$ cat config.mk
export PLATFORM = sky130hd
export DESIGN_NAME = channel_clock_divider
export DESIGN_NICKNAME = d
export VERILOG_FILES = /design/src/inc/channel_clock_divider_pkg.sv /design/src/hw/sync_2ff.sv /design/src/hw/channel_clock_divider.sv
export SDC_FILE = /design/constraint.sdc
export NUM_CORES = 1
export LEC_CHECK = 0
export BUFFER_PORTS_ARGS = -buffer_cell sky130_fd_sc_hd__buf_2
export CAP_MARGIN = 25
export CORE_MARGIN = 3
export CORE_UTILIZATION = 25
export DETAILED_ROUTE_END_ITERATION = 8
export GPL_TIMING_DRIVEN = 0
export PLACE_DENSITY = 0.53
export SKIP_CTS_REPAIR_TIMING = 1
export SLEW_MARGIN = 5
export SYNTH_ARGS = -nofsm -noshare
export SYNTH_HDL_FRONTEND = slang
export SYNTH_SLANG_ARGS = --single-unit
$ cat constraint.sdc
create_clock -name clk_sys_in -period 2.8 [get_ports clk_sys_in]
set_input_delay 0.56 -clock clk_sys_in [delete_from_list [all_inputs] [get_ports clk_sys_in]]
set_output_delay 0.56 -clock clk_sys_in [all_outputs]
set_load 0.01 [all_outputs]
$ cat src/inc/channel_clock_divider_pkg.sv
/*
  Constants and types for the output-channel clock divider: register
  addresses, field positions, reset values and divider states.
  Assumes the register port addresses registers at their printed offsets.
*/
// Overview of operation
// - The output stays low for the low-count field plus one input cycles.
// - The output stays high for the high-count field plus one input cycles.
// - Bypass stops the divider and routes the input clock to the output.
// - The divider obeys the chip sync signal unless ignore-sync is set.
// - The forced level acts only while ignore-sync is also set.
// - When forcing applies outside bypass the output is static at the force-high bit.
// - The start-polarity bit picks whether the divided clock starts high.
// - A four-bit phase offset delays the start of the divided clock.
// - Channel 3 power-down puts its three output pairs into high impedance.
// - Channel 2 power-down puts its three output pairs into high impedance.
// - Channel 3 duty-cycle correction is on unless its disable bit is set.
// - Channel 2 duty-cycle correction is on unless its disable bit is set.
package channel_clock_divider_pkg;

  localparam int ADDR_W = 10;
  localparam int DATA_W = 8;
  localparam int CNT_W = 4;
  localparam int PAIRS = 3;

  // Register addresses
  localparam logic [ADDR_W-1:0] ADDR_DIV3_PHASE_LENGTHS = 10'h099;
  localparam logic [ADDR_W-1:0] ADDR_DIV3_CONTROL = 10'h09a;
  localparam logic [ADDR_W-1:0] ADDR_CH3_POWER_CORR = 10'h09b;
  localparam logic [ADDR_W-1:0] ADDR_CH2_POWER_CORR = 10'h198;

  // Reset values
  localparam logic [DATA_W-1:0] RST_DIV3_PHASE_LENGTHS = 8'h00;
  localparam logic [DATA_W-1:0] RST_DIV3_CONTROL = 8'h00;
  localparam logic [DATA_W-1:0] RST_POWER_CORR = 8'h00;
  localparam logic [DATA_W-1:0] READ_ZERO = 8'h00;

  // Field positions
  localparam int LOW_HI = 7;
  localparam int LOW_LO = 4;
  localparam int HIGH_HI = 3;
  localparam int HIGH_LO = 0;
  localparam int BIT_BYPASS = 7;
  localparam int BIT_IGNORE_SYNC = 6;
  localparam int BIT_FORCE_HIGH = 5;
  localparam int BIT_START_HIGH = 4;
  localparam int OFFSET_HI = 3;
  localparam int OFFSET_LO = 0;
  localparam int BIT_POWER_DOWN = 2;
  localparam int BIT_CORR_DISABLE = 0;

  localparam logic [CNT_W-1:0] CNT_ZERO = 4'h0;
  localparam logic [CNT_W-1:0] CNT_ONE = 4'h1;

  typedef enum logic [1:0] {
    ST_HOLD,
    ST_DELAY,
    ST_RUN
  } div_state_t;

endpackage : channel_clock_divider_pkg

$ cat src/hw/sync_2ff.sv
/*
  Two-flop synchroniser for one level from outside the clock domain.
  Assumes the level is held far longer than one clock period.
*/
`timescale 1ns/100ps
module sync_2ff (
  input wire logic clk_sys_in, // System clock
  input wire logic srst_in, // Synchronous reset, active high
  input wire logic rst_val_in, // Value taken during reset
  input wire logic d_in, // Asynchronous level
  output logic q_out // Synchronised level
);

  logic meta_q;
  logic sync_q;

  // First flop feeds only the second
  always_ff @(posedge clk_sys_in) begin
    if (srst_in) begin
      meta_q <= rst_val_in;
      sync_q <= rst_val_in;
    end else begin
      meta_q <= d_in;
      sync_q <= meta_q;
    end
  end

  assign q_out = sync_q;

endmodule : sync_2ff

$ cat src/hw/channel_clock_divider.sv
/*
  Divider 3 of the clock distribution with its control registers and the
  power-down and duty-cycle controls of channels 2 and 3.
  Assumes clk_sys_in is the channel input clock and the register port is
  driven from logic on the same clock; the sync pin is asynchronous.
*/
`timescale 1ns/100ps
module channel_clock_divider (
  input wire logic clk_sys_in, // Channel input clock
  input wire logic srst_in, // Synchronous reset, active high
  input wire logic sync_n_in, // Chip-level sync pin, active low
  input wire logic [9:0] reg_addr_in, // Register address
  input wire logic [7:0] reg_wdata_in, // Register write data
  input wire logic reg_wr_in, // Register write strobe
  input wire logic reg_rd_in, // Register read strobe
  output logic [7:0] reg_rdata_out, // Read data, one cycle after strobe
  output logic div_clk_out, // Divider output clock
  output logic div_powered_out, // Divider counting logic in use
  output logic [2:0] ch3_oe_out, // Channel 3 output pair enables
  output logic [2:0] ch2_oe_out, // Channel 2 output pair enables
  output logic ch3_duty_cycle_correction_out, // Channel 3 correction on
  output logic ch2_duty_cycle_correction_out // Channel 2 correction on
);

  typedef struct packed {
    logic [channel_clock_divider_pkg::CNT_W-1:0] low_cnt;
    logic [channel_clock_divider_pkg::CNT_W-1:0] high_cnt;
    logic bypass;
    logic ignore_sync;
    logic force_high;
    logic start_high;
    logic [channel_clock_divider_pkg::CNT_W-1:0] offset;
    logic ch3_pd;
    logic ch3_corr_dis;
    logic ch2_pd;
    logic ch2_corr_dis;
    channel_clock_divider_pkg::div_state_t state;
    logic [channel_clock_divider_pkg::CNT_W-1:0] cnt;
    logic level;
    logic out;
    logic [channel_clock_divider_pkg::DATA_W-1:0] rdata;
  } div_regs_t;

  div_regs_t st_q;
  div_regs_t st_d;
  logic sync_n_s;
  logic sync_act;
  logic force_now;
  logic [channel_clock_divider_pkg::CNT_W-1:0] limit;
  localparam int PAIRS_OF = channel_clock_divider_pkg::PAIRS;

  // Sync pin crosses into the clock domain before use
  sync_2ff u_sync (
    .clk_sys_in(clk_sys_in),
    .srst_in(srst_in),
    .rst_val_in(1'b1),
    .d_in(sync_n_in),
    .q_out(sync_n_s)
  );

  assign sync_act = ~sync_n_s;
  assign force_now = st_q.ignore_sync & sync_act;
  assign limit = st_q.level ? st_q.high_cnt : st_q.low_cnt;

  // Register writes, reads and the divider state machine
  always_comb begin
    st_d = st_q;
    // Register writes
    if (reg_wr_in) begin
      case (reg_addr_in)
        channel_clock_divider_pkg::ADDR_DIV3_PHASE_LENGTHS: begin
          st_d.low_cnt = reg_wdata_in[channel_clock_divider_pkg::LOW_HI:
                                      channel_clock_divider_pkg::LOW_LO];
          st_d.high_cnt = reg_wdata_in[channel_clock_divider_pkg::HIGH_HI:
                                       channel_clock_divider_pkg::HIGH_LO];
        end
        channel_clock_divider_pkg::ADDR_DIV3_CONTROL: begin
          st_d.bypass = reg_wdata_in[channel_clock_divider_pkg::BIT_BYPASS];
          st_d.ignore_sync =
            reg_wdata_in[channel_clock_divider_pkg::BIT_IGNORE_SYNC];
          st_d.force_high =
            reg_wdata_in[channel_clock_divider_pkg::BIT_FORCE_HIGH];
          st_d.start_high =
            reg_wdata_in[channel_clock_divider_pkg::BIT_START_HIGH];
          st_d.offset = reg_wdata_in[channel_clock_divider_pkg::OFFSET_HI:
                                     channel_clock_divider_pkg::OFFSET_LO];
        end
        channel_clock_divider_pkg::ADDR_CH3_POWER_CORR: begin
          st_d.ch3_pd =
            reg_wdata_in[channel_clock_divider_pkg::BIT_POWER_DOWN];
          st_d.ch3_corr_dis =
            reg_wdata_in[channel_clock_divider_pkg::BIT_CORR_DISABLE];
        end
        channel_clock_divider_pkg::ADDR_CH2_POWER_CORR: begin
          st_d.ch2_pd =
            reg_wdata_in[channel_clock_divider_pkg::BIT_POWER_DOWN];
          st_d.ch2_corr_dis =
            reg_wdata_in[channel_clock_divider_pkg::BIT_CORR_DISABLE];
        end
        default: begin
        end
      endcase
    end
    // Registered read data; unmapped and reserved bits read zero
    if (reg_rd_in) begin
      st_d.rdata = channel_clock_divider_pkg::READ_ZERO;
      case (reg_addr_in)
        channel_clock_divider_pkg::ADDR_DIV3_PHASE_LENGTHS: begin
          st_d.rdata = {st_q.low_cnt, st_q.high_cnt};
        end
        channel_clock_divider_pkg::ADDR_DIV3_CONTROL: begin
          st_d.rdata = {st_q.bypass, st_q.ignore_sync, st_q.force_high,
                        st_q.start_high, st_q.offset};
        end
        channel_clock_divider_pkg::ADDR_CH3_POWER_CORR: begin
          st_d.rdata[channel_clock_divider_pkg::BIT_POWER_DOWN] = st_q.ch3_pd;
          st_d.rdata[channel_clock_divider_pkg::BIT_CORR_DISABLE] =
            st_q.ch3_corr_dis;
        end
        channel_clock_divider_pkg::ADDR_CH2_POWER_CORR: begin
          st_d.rdata[channel_clock_divider_pkg::BIT_POWER_DOWN] = st_q.ch2_pd;
          st_d.rdata[channel_clock_divider_pkg::BIT_CORR_DISABLE] =
            st_q.ch2_corr_dis;
        end
        default: begin
        end
      endcase
    end
    // Divider; a sync pulse under ignore-sync never restarts it
    case (st_q.state)
      channel_clock_divider_pkg::ST_HOLD: begin
        st_d.level = st_q.start_high;
        st_d.cnt = channel_clock_divider_pkg::CNT_ONE;
        if (!st_q.bypass && !(sync_act && !st_q.ignore_sync)) begin
          if (st_q.offset == channel_clock_divider_pkg::CNT_ZERO) begin
            st_d.state = channel_clock_divider_pkg::ST_RUN;
            st_d.cnt = channel_clock_divider_pkg::CNT_ZERO;
          end else begin
            st_d.state = channel_clock_divider_pkg::ST_DELAY;
          end
        end
      end
      channel_clock_divider_pkg::ST_DELAY: begin
        // Output parked at the start level while the offset runs out
        if (st_q.cnt == st_q.offset) begin
          st_d.state = channel_clock_divider_pkg::ST_RUN;
          st_d.cnt = channel_clock_divider_pkg::CNT_ZERO;
        end else begin
          st_d.cnt = st_q.cnt + channel_clock_divider_pkg::CNT_ONE;
        end
      end
      channel_clock_divider_pkg::ST_RUN: begin
        // Each phase lasts its count plus one; period is their sum
        if (st_q.cnt == limit) begin
          st_d.level = ~st_q.level;
          st_d.cnt = channel_clock_divider_pkg::CNT_ZERO;
        end else begin
          st_d.cnt = st_q.cnt + channel_clock_divider_pkg::CNT_ONE;
        end
      end
      default: begin
        st_d.state = channel_clock_divider_pkg::ST_HOLD;
      end
    endcase
    // Sync or bypass sends the divider back to its start
    if (st_q.bypass || (sync_act && !st_q.ignore_sync)) begin
      st_d.state = channel_clock_divider_pkg::ST_HOLD;
    end
    st_d.out = force_now ? st_q.force_high : st_d.level;
  end

  // Single state register
  always_ff @(posedge clk_sys_in) begin
    if (srst_in) begin
      st_q <= '{
        low_cnt: channel_clock_divider_pkg::RST_DIV3_PHASE_LENGTHS[
                   channel_clock_divider_pkg::LOW_HI:
                   channel_clock_divider_pkg::LOW_LO],
        high_cnt: channel_clock_divider_pkg::RST_DIV3_PHASE_LENGTHS[
                    channel_clock_divider_pkg::HIGH_HI:
                    channel_clock_divider_pkg::HIGH_LO],
        bypass: 1'b0,
        ignore_sync: 1'b0,
        force_high: 1'b0,
        start_high: 1'b0,
        offset: channel_clock_divider_pkg::CNT_ZERO,
        ch3_pd: 1'b0,
        ch3_corr_dis: 1'b0,
        ch2_pd: 1'b0,
        ch2_corr_dis: 1'b0,
        state: channel_clock_divider_pkg::ST_HOLD,
        cnt: channel_clock_divider_pkg::CNT_ZERO,
        level: 1'b0,
        out: 1'b0,
        rdata: channel_clock_divider_pkg::READ_ZERO
      };
    end else begin
      st_q <= st_d;
    end
  end

  // Bypass passes the raw clock; the mux may glitch when bypass changes
  assign div_clk_out = st_q.bypass ? clk_sys_in : st_q.out;
  assign div_powered_out = ~st_q.bypass;
  assign ch3_oe_out = {PAIRS_OF{~st_q.ch3_pd}};
  assign ch2_oe_out = {PAIRS_OF{~st_q.ch2_pd}};
  assign ch3_duty_cycle_correction_out = ~st_q.ch3_corr_dis;
  assign ch2_duty_cycle_correction_out = ~st_q.ch2_corr_dis;
  assign reg_rdata_out = st_q.rdata;

  // Helper counters for the checks: phase length and offset length
  logic [4:0] ph_len_q;
  logic [3:0] dly_len_q;

  always_ff @(posedge clk_sys_in) begin
    if (srst_in || st_q.state != channel_clock_divider_pkg::ST_RUN) begin
      ph_len_q <= 5'h01;
    end else if (st_d.level != st_q.level) begin
      ph_len_q <= 5'h01;
    end else begin
      ph_len_q <= ph_len_q + 5'h01;
    end
    if (srst_in || st_q.state != channel_clock_divider_pkg::ST_DELAY) begin
      dly_len_q <= 4'h0;
    end else begin
      dly_len_q <= dly_len_q + 4'h1;
    end
  end

  logic in_run;
  assign in_run = st_q.state == channel_clock_divider_pkg::ST_RUN;

  a_low_phase_len: assert property (@(posedge clk_sys_in)
    disable iff (srst_in) (in_run && $past(in_run) && $rose(st_q.level))
      |-> $past(ph_len_q) == {1'b0, st_q.low_cnt} + 5'h01)
    else $error("low phase length wrong");

  a_high_phase_len: assert property (@(posedge clk_sys_in)
    disable iff (srst_in) (in_run && $past(in_run) && $fell(st_q.level))
      |-> $past(ph_len_q) == {1'b0, st_q.high_cnt} + 5'h01)
    else $error("high phase length wrong");

  a_bypass_stops_div: assert property (@(posedge clk_sys_in)
    disable iff (srst_in) st_q.bypass
      |=> st_q.state == channel_clock_divider_pkg::ST_HOLD)
    else $error("divider counts in bypass");

  a_sync_holds_div: assert property (@(posedge clk_sys_in)
    disable iff (srst_in) (sync_act && !st_q.ignore_sync)
      |=> st_q.state == channel_clock_divider_pkg::ST_HOLD)
    else $error("sync did not hold divider");

  a_ignore_keeps_run: assert property (@(posedge clk_sys_in)
    disable iff (srst_in) (in_run && st_q.ignore_sync && !st_q.bypass
      && !reg_wr_in) |=> in_run)
    else $error("ignored sync stopped divider");

  a_force_level: assert property (@(posedge clk_sys_in)
    disable iff (srst_in) force_now |=> st_q.out == $past(st_q.force_high))
    else $error("forced level wrong");

  a_no_force_alone: assert property (@(posedge clk_sys_in)
    disable iff (srst_in) !st_q.ignore_sync |=> st_q.out == st_q.level)
    else $error("forced without ignore sync");

  a_start_polarity: assert property (@(posedge clk_sys_in)
    disable iff (srst_in) (in_run && !$past(in_run))
      |-> st_q.level == st_q.start_high)
    else $error("wrong start phase");

  a_phase_offset: assert property (@(posedge clk_sys_in)
    disable iff (srst_in) (in_run && $past(st_q.state)
      == channel_clock_divider_pkg::ST_DELAY) |-> dly_len_q == st_q.offset)
    else $error("phase offset length wrong");

  a_pd_tristate: assert property (@(posedge clk_sys_in)
    disable iff (srst_in) (reg_wr_in && reg_addr_in ==
      channel_clock_divider_pkg::ADDR_CH3_POWER_CORR) |=> ch3_oe_out ==
      {PAIRS_OF{~$past(
        reg_wdata_in[channel_clock_divider_pkg::BIT_POWER_DOWN])}})
    else $error("channel 3 enables wrong");

  a_ch2_pd_oe: assert property (@(posedge clk_sys_in)
    disable iff (srst_in) (reg_wr_in && reg_addr_in ==
      channel_clock_divider_pkg::ADDR_CH2_POWER_CORR) |=> ch2_oe_out ==
      {PAIRS_OF{~$past(
        reg_wdata_in[channel_clock_divider_pkg::BIT_POWER_DOWN])}})
    else $error("channel 2 enables wrong");

  a_ch3_corr_ctrl: assert property (@(posedge clk_sys_in)
    disable iff (srst_in) (reg_wr_in && reg_addr_in ==
      channel_clock_divider_pkg::ADDR_CH3_POWER_CORR)
      |=> ch3_duty_cycle_correction_out ==
      ~$past(reg_wdata_in[channel_clock_divider_pkg::BIT_CORR_DISABLE]))
    else $error("channel 3 correction wrong");

  a_ch2_corr_ctrl: assert property (@(posedge clk_sys_in)
    disable iff (srst_in) (reg_wr_in && reg_addr_in ==
      channel_clock_divider_pkg::ADDR_CH2_POWER_CORR)
      |=> ch2_duty_cycle_correction_out ==
      ~$past(reg_wdata_in[channel_clock_divider_pkg::BIT_CORR_DISABLE]))
    else $error("channel 2 correction wrong");

  c_full_period: cover property (@(posedge clk_sys_in)
    in_run && $rose(st_q.level) && st_q.low_cnt != st_q.high_cnt);
  c_offset_start: cover property (@(posedge clk_sys_in)
    in_run && $past(st_q.state) == channel_clock_divider_pkg::ST_DELAY);
  c_forced_high: cover property (@(posedge clk_sys_in)
    force_now && st_q.force_high);
  c_sync_hold: cover property (@(posedge clk_sys_in)
    sync_act && !st_q.ignore_sync &&
    st_q.state == channel_clock_divider_pkg::ST_HOLD);

endmodule : channel_clock_divider

### Word level (Yosys, flattened, before mapping)

Cells that the tools add are included.

* output and inout bits: 18
* bits of input ports: 23
* register bits: 38
* word-level logic and storage cells: 70

* bitwise gates (word level): 9
* muxes and demuxes: 17
* eq/ne operators: 10
* reductions and logical operators: 15
* add/subtract/negate cells: 1

Operator list (count)
* 10-bit by 8-bit equality test with 1-bit output (second input constant): 3
* 4-bit 2-to-1 mux: 3
* 4-bit one-hot mux with 3 select lines: 1
* 10-bit by 9-bit equality test with 1-bit output (second input constant): 1
* 5-bit one-hot mux with 2 select lines: 1
* 4-bit equality test: 2
* 1-bit NOT: 8
* 1-bit one-hot mux with 4 select lines: 2
* 2-bit AND reduction: 4
* 6-bit 2-to-1 mux: 1
* 2-bit one-hot mux with 3 select lines: 1
* 4-bit by 1-bit adder with 4-bit output (second input constant): 1
* 4-bit logical NOT: 1
* 1-bit 2-to-1 mux: 4
* 2-bit 2-to-1 mux: 2
* 2-bit != test (second input constant): 2
* 1-bit one-hot mux with 2 select lines: 2
* 1-bit logical NOT: 3
* 3-bit AND reduction: 1
* 3-bit nonzero test: 1
* 2-bit by 1-bit equality test with 1-bit output (second input constant): 1
* 2-bit equality test (second input constant): 1
* 1-bit logical AND: 2
* 2-bit logical NOT: 1
* other kinds (3): 3

### Depth between registers and ports, before layout

Gate-level depths: netlist (run 1).

* word-level depth: 6
* depth in mapped cells: 7
* mapped depth without buffers: 6

### Cells and area by module

From an unflattened synthesis (run 1), not the netlist that was laid out.

* cells, all modules: 250
* area total of the unflattened synthesis: 2077.0 sq um

By module, submodules not included
* channel_clock_divider: times used 1, cells each 246, seq. area each 720.7 sq um, area each 2014.4 sq um
* sync_2ff: times used 1, cells each 4, seq. area each 40.0 sq um, area each 62.6 sq um

==> results of run 1 <==
registers in the layout, indices dropped and copies added, names as in the netlist:
register,flops
u_sync.meta_q,1
st_q,28
u_sync.q_out,1
reg_rdata_out,8
cell type report:
| class | instances | area share [%] |
|---|---|---|
| Timing Repair Buffer | 38 | 7.41 |
| Buffer | 22 | 5.95 |
| Sequential cell | 38 | 29.6 |
| Inverter | 11 | 1.61 |
| Tap cell | 102 | 4.97 |
| Clock inverter | 2 | 0.487 |
| Multi-Input combinational cell | 178 | 44.9 |
| Clock buffer | 10 | 5.02 |
cell families (layout without fill, tap and decap cells):
family / after synthesis / in the layout / synth area share, %
XOR/XNOR: 9 / 9 / 3.74
flip-flops: 38 / 38 / 36.1
AND/OR/NAND/NOR: 107 / 107 / 26.5
buffers and inverters: 33 / 83 / 9.20
adder cells (fa/ha/maj): 5 / 5 / 2.97
AO/OA/AOI/OAI: 50 / 50 / 18.2
multiplexers: 7 / 7 / 3.38
routing by layer:
layer / routed length, um / track usage, % / up-vias / share of wire (%)
met5: 0 / 0 / - / 0
li1: - / - / 945 / -
met4: 40 / 3.30 / 0 / 0.78
met3: 213 / 4.21 / 4 / 4.1
met2: 2260 / 16.0 / 32 / 44
met1: 2640 / 15.5 / 842 / 51
placed cells by master (no fill, tap or decap), types with 3 or more instances in the layout:
master	count
xor2_1	8
a21oi_1	6
clkbuf_8	9
clkbuf_1	4
nand3b_1	3
ha_1	5
buf_4	15
nand2b_1	4
dfxtp_1	38
a22oi_1	3
nand2_1	54
mux2i_1	6
a21oi_2	16
buf_2	40
nor2_1	20
inv_1	11
nand3_1	5
o21ai_0	6
a311oi_1	6
worst max-delay path by stage:
| stage | end | slack, ps | cells after the start |
|---|---|---|---|
| after global routing | div_clk_out | 210 | 4 |
| final | div_clk_out | 230 | 4 |
| after detailed placement | div_clk_out | 470 | 2 |
| after global placement | div_clk_out | 470 | 2 |
| after floorplan | div_clk_out | 560 | 1 |
| after CTS | div_clk_out | 230 | 4 |
critical path, stage by stage:
cell	delay (ps)
clkbuf_8	110
clkbuf_8	120
mux2_2	250
buf_2	140
power groups by stage:
stage               clock network [mW]  registers [mW]  logic, mW
floorplan                      0.00252           0.568     0.0753
global placement               0.00366           0.570      0.115
detailed placement             0.00366           0.570      0.117
CTS                              0.526           0.558      0.117
global route                     0.549           0.559      0.129
finish                           0.507           0.558      0.116
synth_stat cells (2+ instances only):
library cell  count
a22oi_1           3
inv_1            11
ha_1              5
dfxtp_1          38
a21oi_1           6
buf_4            15
nand3b_1          3
nor4_4            2
mux2i_1           6
nor2_1           20
and2_1            2
or2_2             2
a211oi_1          2
nand2_1          54
clkbuf_1          4
o41ai_1           2
nand3_1           5
a21oi_2          16
nor4_1            2
a221oi_1          2
nand2b_1          4
xor2_1            8
o21ai_0           6
a311oi_1          6
nand4b_1          2
through the flow:
step	instances	hold slack, ps	worst slack (ps)	utilization, %	cell area [sq um]
floorplan	249	389	565	-	2110
global placement	390	395	472	30.5	2430
detailed placement	390	393	472	30.5	2430
CTS	401	343	227	32.2	2570
global route	401	348	210	32.2	2570
finish	401	353	231	32.2	2570
==> flow_summary.yaml, run 1 <==
finish:
  multi_input_area_sq_um: 1150
  fin_nets: 326
  nFillCells: 841
  antennaDiodeCount: 0
  regArea_sq_um: 761
  area_growth_syn_to_layout_pct: 21.8
  layout-drive-gt1-share_pct: 31.1
power_and_ir_drop:
  p_total_mw: 1.18
  power_leakage_nw: 0.931
  p_sw_share_pct: 24.5
  p_seq_share_pct: 47.2
  powerDensity_nw_per_um2: 460
  irDropWorstVdd_mv: 0.213
  power.internal_mw: 0.892
  p_comb_share_pct: 9.9
  clockPowerShare_pct: 42.9
  p_switching_mw: 0.289
route:
  vias: 1823
  drtPass1Iterations: 4
  post-route-drc-count: 0
  final_antenna_net_count: 0
  drt-initial-drc-count: 96
  routed_wirelength_mm: 5.15
  via_per_inst: 4.55
  wire_per_inst_um: 12.9
synthesis:
  yosys.area.top_type: "dfxtp_1"
  synthCells: 249
  ys_seq_area_share_pct: 36.1
  ys_types: 48
  synth_edf_count: 0
  syn_area_sq_um: 2110
  ys_warn_count: 0
  synth_area_leaders: "dfxtp_1 (36%), nand2_1 (9.6%), a21oi_2 (6.6%), buf_4 (5.3%), nor2_1 (3.6%)"
  syn-num-nets: 277
  synth_top_area_share_pct: 36.1
  synth_ff_type: "dfxtp_1"
  avgSynthCellArea_sq_um: 8.47
  async_flop_share_pct: 0
  synth-seq-cells: 38
clock_network:
  clkTransAtPathRegs_ps: 70
  cts_tree: "built"
  clk_latency_ps: 390
global_route:
  grt_pass1_wl_mm: 8.54
  grt_usage_pct: 11.1
  grt_max_degree: 13
  overflow: 0
  grt_pass1_vias: 1755
  antenna_found_initial: 0
worst_setup_path:
  arrival_ps: 2010
  r2r_start: "st_q[9]$_SDFF_PP0_"
  worstSetupStartpoint: "clk_sys_in"
  cp.required_ps: 2240
  worst-path-max-fanout: 2
  worstSetupStartpointType: "clock port"
  end_kind: "primary output"
  path_class: "clock port to primary output"
  reg2reg_to: "st_q[9]$_SDFF_PP0_"
  reg2reg_depth: 6
  rrSetupSlack_ps: 880
floorplan:
  dieArea_sq_um: 9570
  core_area_sq_um: 7970
  row_count: 32
  ios: 41
  die_h_um: 97.8
  initial_utilization_pct: 26.5
  die_x_um: 97.8
place:
  port-buffer-count: 39
  dp_hpwl_mm: 3.99
  gp_congestion: 0.764
min_path:
  min_to: "u_sync.meta_q$_SDFF_PP1_"
  hold_depth: 2
  hp-class: "primary input to flop"
  min-delay-start: "sync_n_in"
timing:
  finClkSkew_ps: 4.07
  setup-tns-final_ps: 0
  tightest_slew_ps: 726
  rsz0062_at_grt: "no"
  setup_viol: 0
  maxSlewViolCount: 0
  relSlewSlack_pct: 51.2
  hold_viol: 0
flow_run:
  maxCapViolCount: 0
outcome:
  status: "finished, final reports clean"
No activity file was read; power rests on OpenSTA's default activity.
==> run 2, diff against run 1 <==
--- a/config.mk
+++ b/config.mk
@@ -11,7 +11,7 @@
 export CORE_UTILIZATION = 25
 export DETAILED_ROUTE_END_ITERATION = 8
 export GPL_TIMING_DRIVEN = 0
-export PLACE_DENSITY = 0.53
+export PLACE_DENSITY = 0.52
 export SKIP_CTS_REPAIR_TIMING = 1
 export SLEW_MARGIN = 5
 export SYNTH_ARGS = -nofsm -noshare
==> flow_summary.yaml, run 2 (synthesis gave the netlist of run 1 again) <==
outcome:
  status: "finished, final reports clean"
finish:
  antennaDiodeCount: 0
  final_cell_mix: "nand2_1 (54), buf_2 (40), dfxtp_1 (38)"
  largest-register: "st_q"
  largest_reg_flops: 28
  nFillCells: 854
  area_growth_syn_to_layout_pct: 23.8
  final_common_cell: "nand2_1"
  final_cells: 401
  fin_nets: 326
  layout-drive-gt1-share_pct: 31.1
timing:
  hold_viol: 0
  setup_viol: 0
  setup-tns-final_ps: 0
  tightest_slew_ps: 690
  relSlewSlack_pct: 53.6
  finClkSkew_ps: 7.94
  maxSlewViolCount: 0
  rsz0062_at_grt: "no"
power_and_ir_drop:
  powerDensity_nw_per_um2: 517
  power_leakage_nw: 0.952
  irDropWorstVdd_mv: 0.254
floorplan:
  die_h_um: 97.8
  core_area_sq_um: 7970
  dieArea_sq_um: 9570
  row_count: 32
  die_x_um: 97.8
  ios: 41
  initial_utilization_pct: 26.5
route:
  wire_per_inst_um: 12.9
  routed_wirelength_mm: 5.16
  post-route-drc-count: 0
  via_per_inst: 4.47
  final_antenna_net_count: 0
  vias: 1793
  drtPass1Iterations: 5
  drt-initial-drc-count: 95
clock_network:
  clkTransAtPathRegs_ps: 80
  clk_latency_ps: 400
  cts_tree: "built"
global_route:
  grt_pass1_vias: 1741
  antenna_found_initial: 0
  grtUsageMet3_pct: 4.43
  grt_max_degree: 14
  grt_util_met2_pct: 16.2
  grt_util_met1_pct: 15.6
  grt_pass1_wl_mm: 8.71
  busiest_layer: "met2"
  grt_usage_pct: 11.5
  overflow: 0
place:
  dp_hpwl_mm: 4.03
  port-buffer-count: 39
  dp_cells: 390
  gp_congestion: 0.805
worst_setup_path:
  worstSetupStartpointType: "clock port"
  worst-path-max-fanout: 2
  end_kind: "primary output"
  cp.required_ps: 2240
  rrSetupSlack_ps: 940
  path_class: "clock port to primary output"
  arrival_ps: 2010
  reg2reg_depth: 6
min_path:
  hold_depth: 2
  hp-class: "primary input to flop"
flow_run:
  maxCapViolCount: 0
==> run 2: cell types whose count changed in the layout (fill, tap and decap cells not counted), sizes merged <==
cell,previous run,this run
bufinv,0,2
clkbuf,13,12
clkinvlp,1,0
==> run 2: layer usage <==
| metal | share of wire (%) | vias up |
|---|---|---|
| li1 | - | 939 |
| met1 | 51 | 815 |
| met2 | 43 | 35 |
| met3 | 4.8 | 4 |
| met4 | 0.91 | 0 |
| met5 | 0 | - |
==> run 2: worst paths after layout <==
kind | end | start
max | div_clk_out | clk_sys_in
min reg2reg | u_sync.q_out$_SDFF_PP1_ | u_sync.meta_q$_SDFF_PP1_
min | u_sync.meta_q$_SDFF_PP1_ | sync_n_in
max reg2reg | st_q[9]$_SDFF_PP0_ | st_q[9]$_SDFF_PP0_
==> run 2: report_power, final <==
part / internal (mW) / total (mW) / switching (mW)
Clock: 0.450 / 0.676 / 0.226
Sequential: 0.551 / 0.557 / 0.00612
Combinational: 0.0500 / 0.117 / 0.0666
Total: 1.05 / 1.35 / 0.299
==> run 2: per-stage QoR <==
stage / hold WS, ps / cell area [sq um] / worst slack, ps / power [mW] / util (%)
after floorplan: 389 / 2110 / 565 / 0.646 / -
after global placement: 395 / 2430 / 472 / 0.689 / 30.5
after detailed placement: 398 / 2430 / 472 / 0.691 / 30.5
after CTS: 342 / 2610 / 210 / 1.37 / 32.8
after global routing: 340 / 2610 / 201 / 1.41 / 32.8
final: 355 / 2610 / 226 / 1.35 / 32.8
==> run 2: area by class of cell <==
| cell class | count | area (sq um) | area share, % |
|---|---|---|---|
| Timing Repair Buffer | 38 | 190 | 7.29 |
| Buffer | 22 | 153 | 5.85 |
| Clock buffer | 9 | 115 | 4.41 |
| Sequential cell | 38 | 761 | 29.1 |
| Inverter | 11 | 41.3 | 1.58 |
| Clock inverter | 3 | 68.8 | 2.64 |
| Multi-Input combinational cell | 178 | 1150 | 44.2 |
| Tap cell | 102 | 128 | 4.89 |
==> run 2: critical path: stages <==
cell,delay [ps]
clkbuf_8,110
clkbuf_8,120
mux2_2,250
buf_2,140
==> run 3, diff against run 2 <==
--- a/config.mk
+++ b/config.mk
@@ -5,13 +5,13 @@
 export SDC_FILE = /design/constraint.sdc
 export NUM_CORES = 1
 export LEC_CHECK = 0
-export BUFFER_PORTS_ARGS = -buffer_cell sky130_fd_sc_hd__buf_2
 export CAP_MARGIN = 25
 export CORE_MARGIN = 3
 export CORE_UTILIZATION = 25
 export DETAILED_ROUTE_END_ITERATION = 8
+export DONT_BUFFER_PORTS = 1
 export GPL_TIMING_DRIVEN = 0
-export PLACE_DENSITY = 0.52
+export PLACE_DENSITY = 0.48
 export SKIP_CTS_REPAIR_TIMING = 1
 export SLEW_MARGIN = 5
 export SYNTH_ARGS = -nofsm -noshare
==> flow_summary.yaml, run 3 (synthesis gave the netlist of run 1 again) <==
finish:
  area_growth_syn_to_layout_pct: 13.4
  fin_nets: 287
  utilization_pct: 30.0
  layout-drive-gt1-share_pct: 20.8
  largest-register: "st_q"
  largest_reg_flops: 28
  final_cell_mix: "nand2_1 (54), dfxtp_1 (38), nor2_1 (20)"
  final_cells: 362
  antennaDiodeCount: 0
  final_common_cell: "nand2_1"
  nFillCells: 841
worst_setup_path:
  reg2reg_to: "st_q[9]$_SDFF_PP0_"
  rrSetupSlack_ps: 950
  arrival_ps: 1910
  cp.required_ps: 2240
  reg2reg_depth: 6
  r2r_start: "st_q[9]$_SDFF_PP0_"
  worstSetupStartpointType: "clock port"
  worst-path-max-fanout: 2
  end_kind: "primary output"
  path_class: "clock port to primary output"
min_path:
  hold_depth: 1
  hp-class: "primary input to flop"
  min_to: "u_sync.meta_q$_SDFF_PP1_"
  min-delay-start: "sync_n_in"
route:
  vias: 1666
  final_antenna_net_count: 0
  routed_wirelength_mm: 5.19
  post-route-drc-count: 0
  wire_per_inst_um: 14.3
  drtPass1Iterations: 4
  drt-initial-drc-count: 81
  via_per_inst: 4.60
timing:
  tightest_slew_ps: 775
  maxSlewViolCount: 0
  setup_viol: 0
  holdWs_ps: 256
  rsz0062_at_grt: "no"
  finClkSkew_ps: 10.4
  relSlewSlack_pct: 47.8
  setup-tns-final_ps: 0
  hold_viol: 0
floorplan:
  die_h_um: 97.8
  ios: 41
  dieArea_sq_um: 9570
  initial_utilization_pct: 26.5
  row_count: 32
  core_area_sq_um: 7970
  die_x_um: 97.8
power_and_ir_drop:
  clockPowerShare_pct: 47.8
  p_sw_share_pct: 23.7
  power.internal_mw: 0.945
  powerDensity_nw_per_um2: 518
  irDropWorstVdd_mv: 0.210
  p_seq_share_pct: 45.0
  power_leakage_nw: 0.784
  p_switching_mw: 0.293
  p_comb_share_pct: 7.2
place:
  gp_congestion: 0.770
  port-buffer-count: 0
  dp_hpwl_mm: 4.02
  dp_cells: 351
clock_network:
  cts_tree: "built"
  clk_latency_ps: 400
  clkTransAtPathRegs_ps: 80
flow_run:
  maxCapViolCount: 0
global_route:
  antenna_found_initial: 0
  grt_usage_pct: 11.3
  grt_pass1_wl_mm: 8.51
  grt_max_degree: 14
  overflow: 0
  grt_pass1_vias: 1605
outcome:
  status: "finished, final reports clean"
[run 3: how the worst max path moves through the flow]
stage                          start           to  slack, ps  cells after the start
after floorplan           clk_sys_in  div_clk_out        560                      1
after global placement    clk_sys_in  div_clk_out        560                      1
after detailed placement  clk_sys_in  div_clk_out        560                      1
after CTS                 clk_sys_in  div_clk_out        320                      3
after global routing      clk_sys_in  div_clk_out        310                      3
final                     clk_sys_in  div_clk_out        330                      3
[run 3: cell type report]
| cell class | instances | area [sq um] | share of cell area [%] |
|---|---|---|---|
| Clock buffer | 8 | 110 | 4.60 |
| Tap cell | 102 | 128 | 5.34 |
| Inverter | 11 | 41.3 | 1.73 |
| Clock inverter | 3 | 45.0 | 1.88 |
| Sequential cell | 38 | 761 | 31.8 |
| Multi-Input combinational cell | 178 | 1150 | 48.2 |
| Buffer | 22 | 153 | 6.38 |
[run 3: power by group through the flow]
stage               clock [mW]  combinational (mW)  sequential, mW
finish                   0.592              0.0890           0.557
CTS                      0.608              0.0897           0.558
global placement       0.00252              0.0891           0.570
floorplan              0.00252              0.0753           0.568
global route             0.637               0.100           0.559
detailed placement     0.00252              0.0895           0.570
[run 3: layer usage]
layer  up-vias  share of wire [%]  GRT usage [%]
met2        32                 41           15.5
met5         -                  0              0
met1       759                 51           15.6
met4         0                1.8           4.58
li1        867                  -              -
met3         8                6.0           4.71
[run 3: worst max-delay path, stage by stage]
cell and delay [ps]:
clkbuf_8 110, clkbuf_8 110, mux2_2 290
[run 3: per-stage QoR]
step                power (mW)  cell area (sq um)  setup slack [ps]
floorplan                0.646               2110               565
global placement         0.662               2240               565
detailed placement       0.662               2240               565
CTS                       1.26               2390               316
global route              1.30               2390               309
finish                    1.24               2390               326
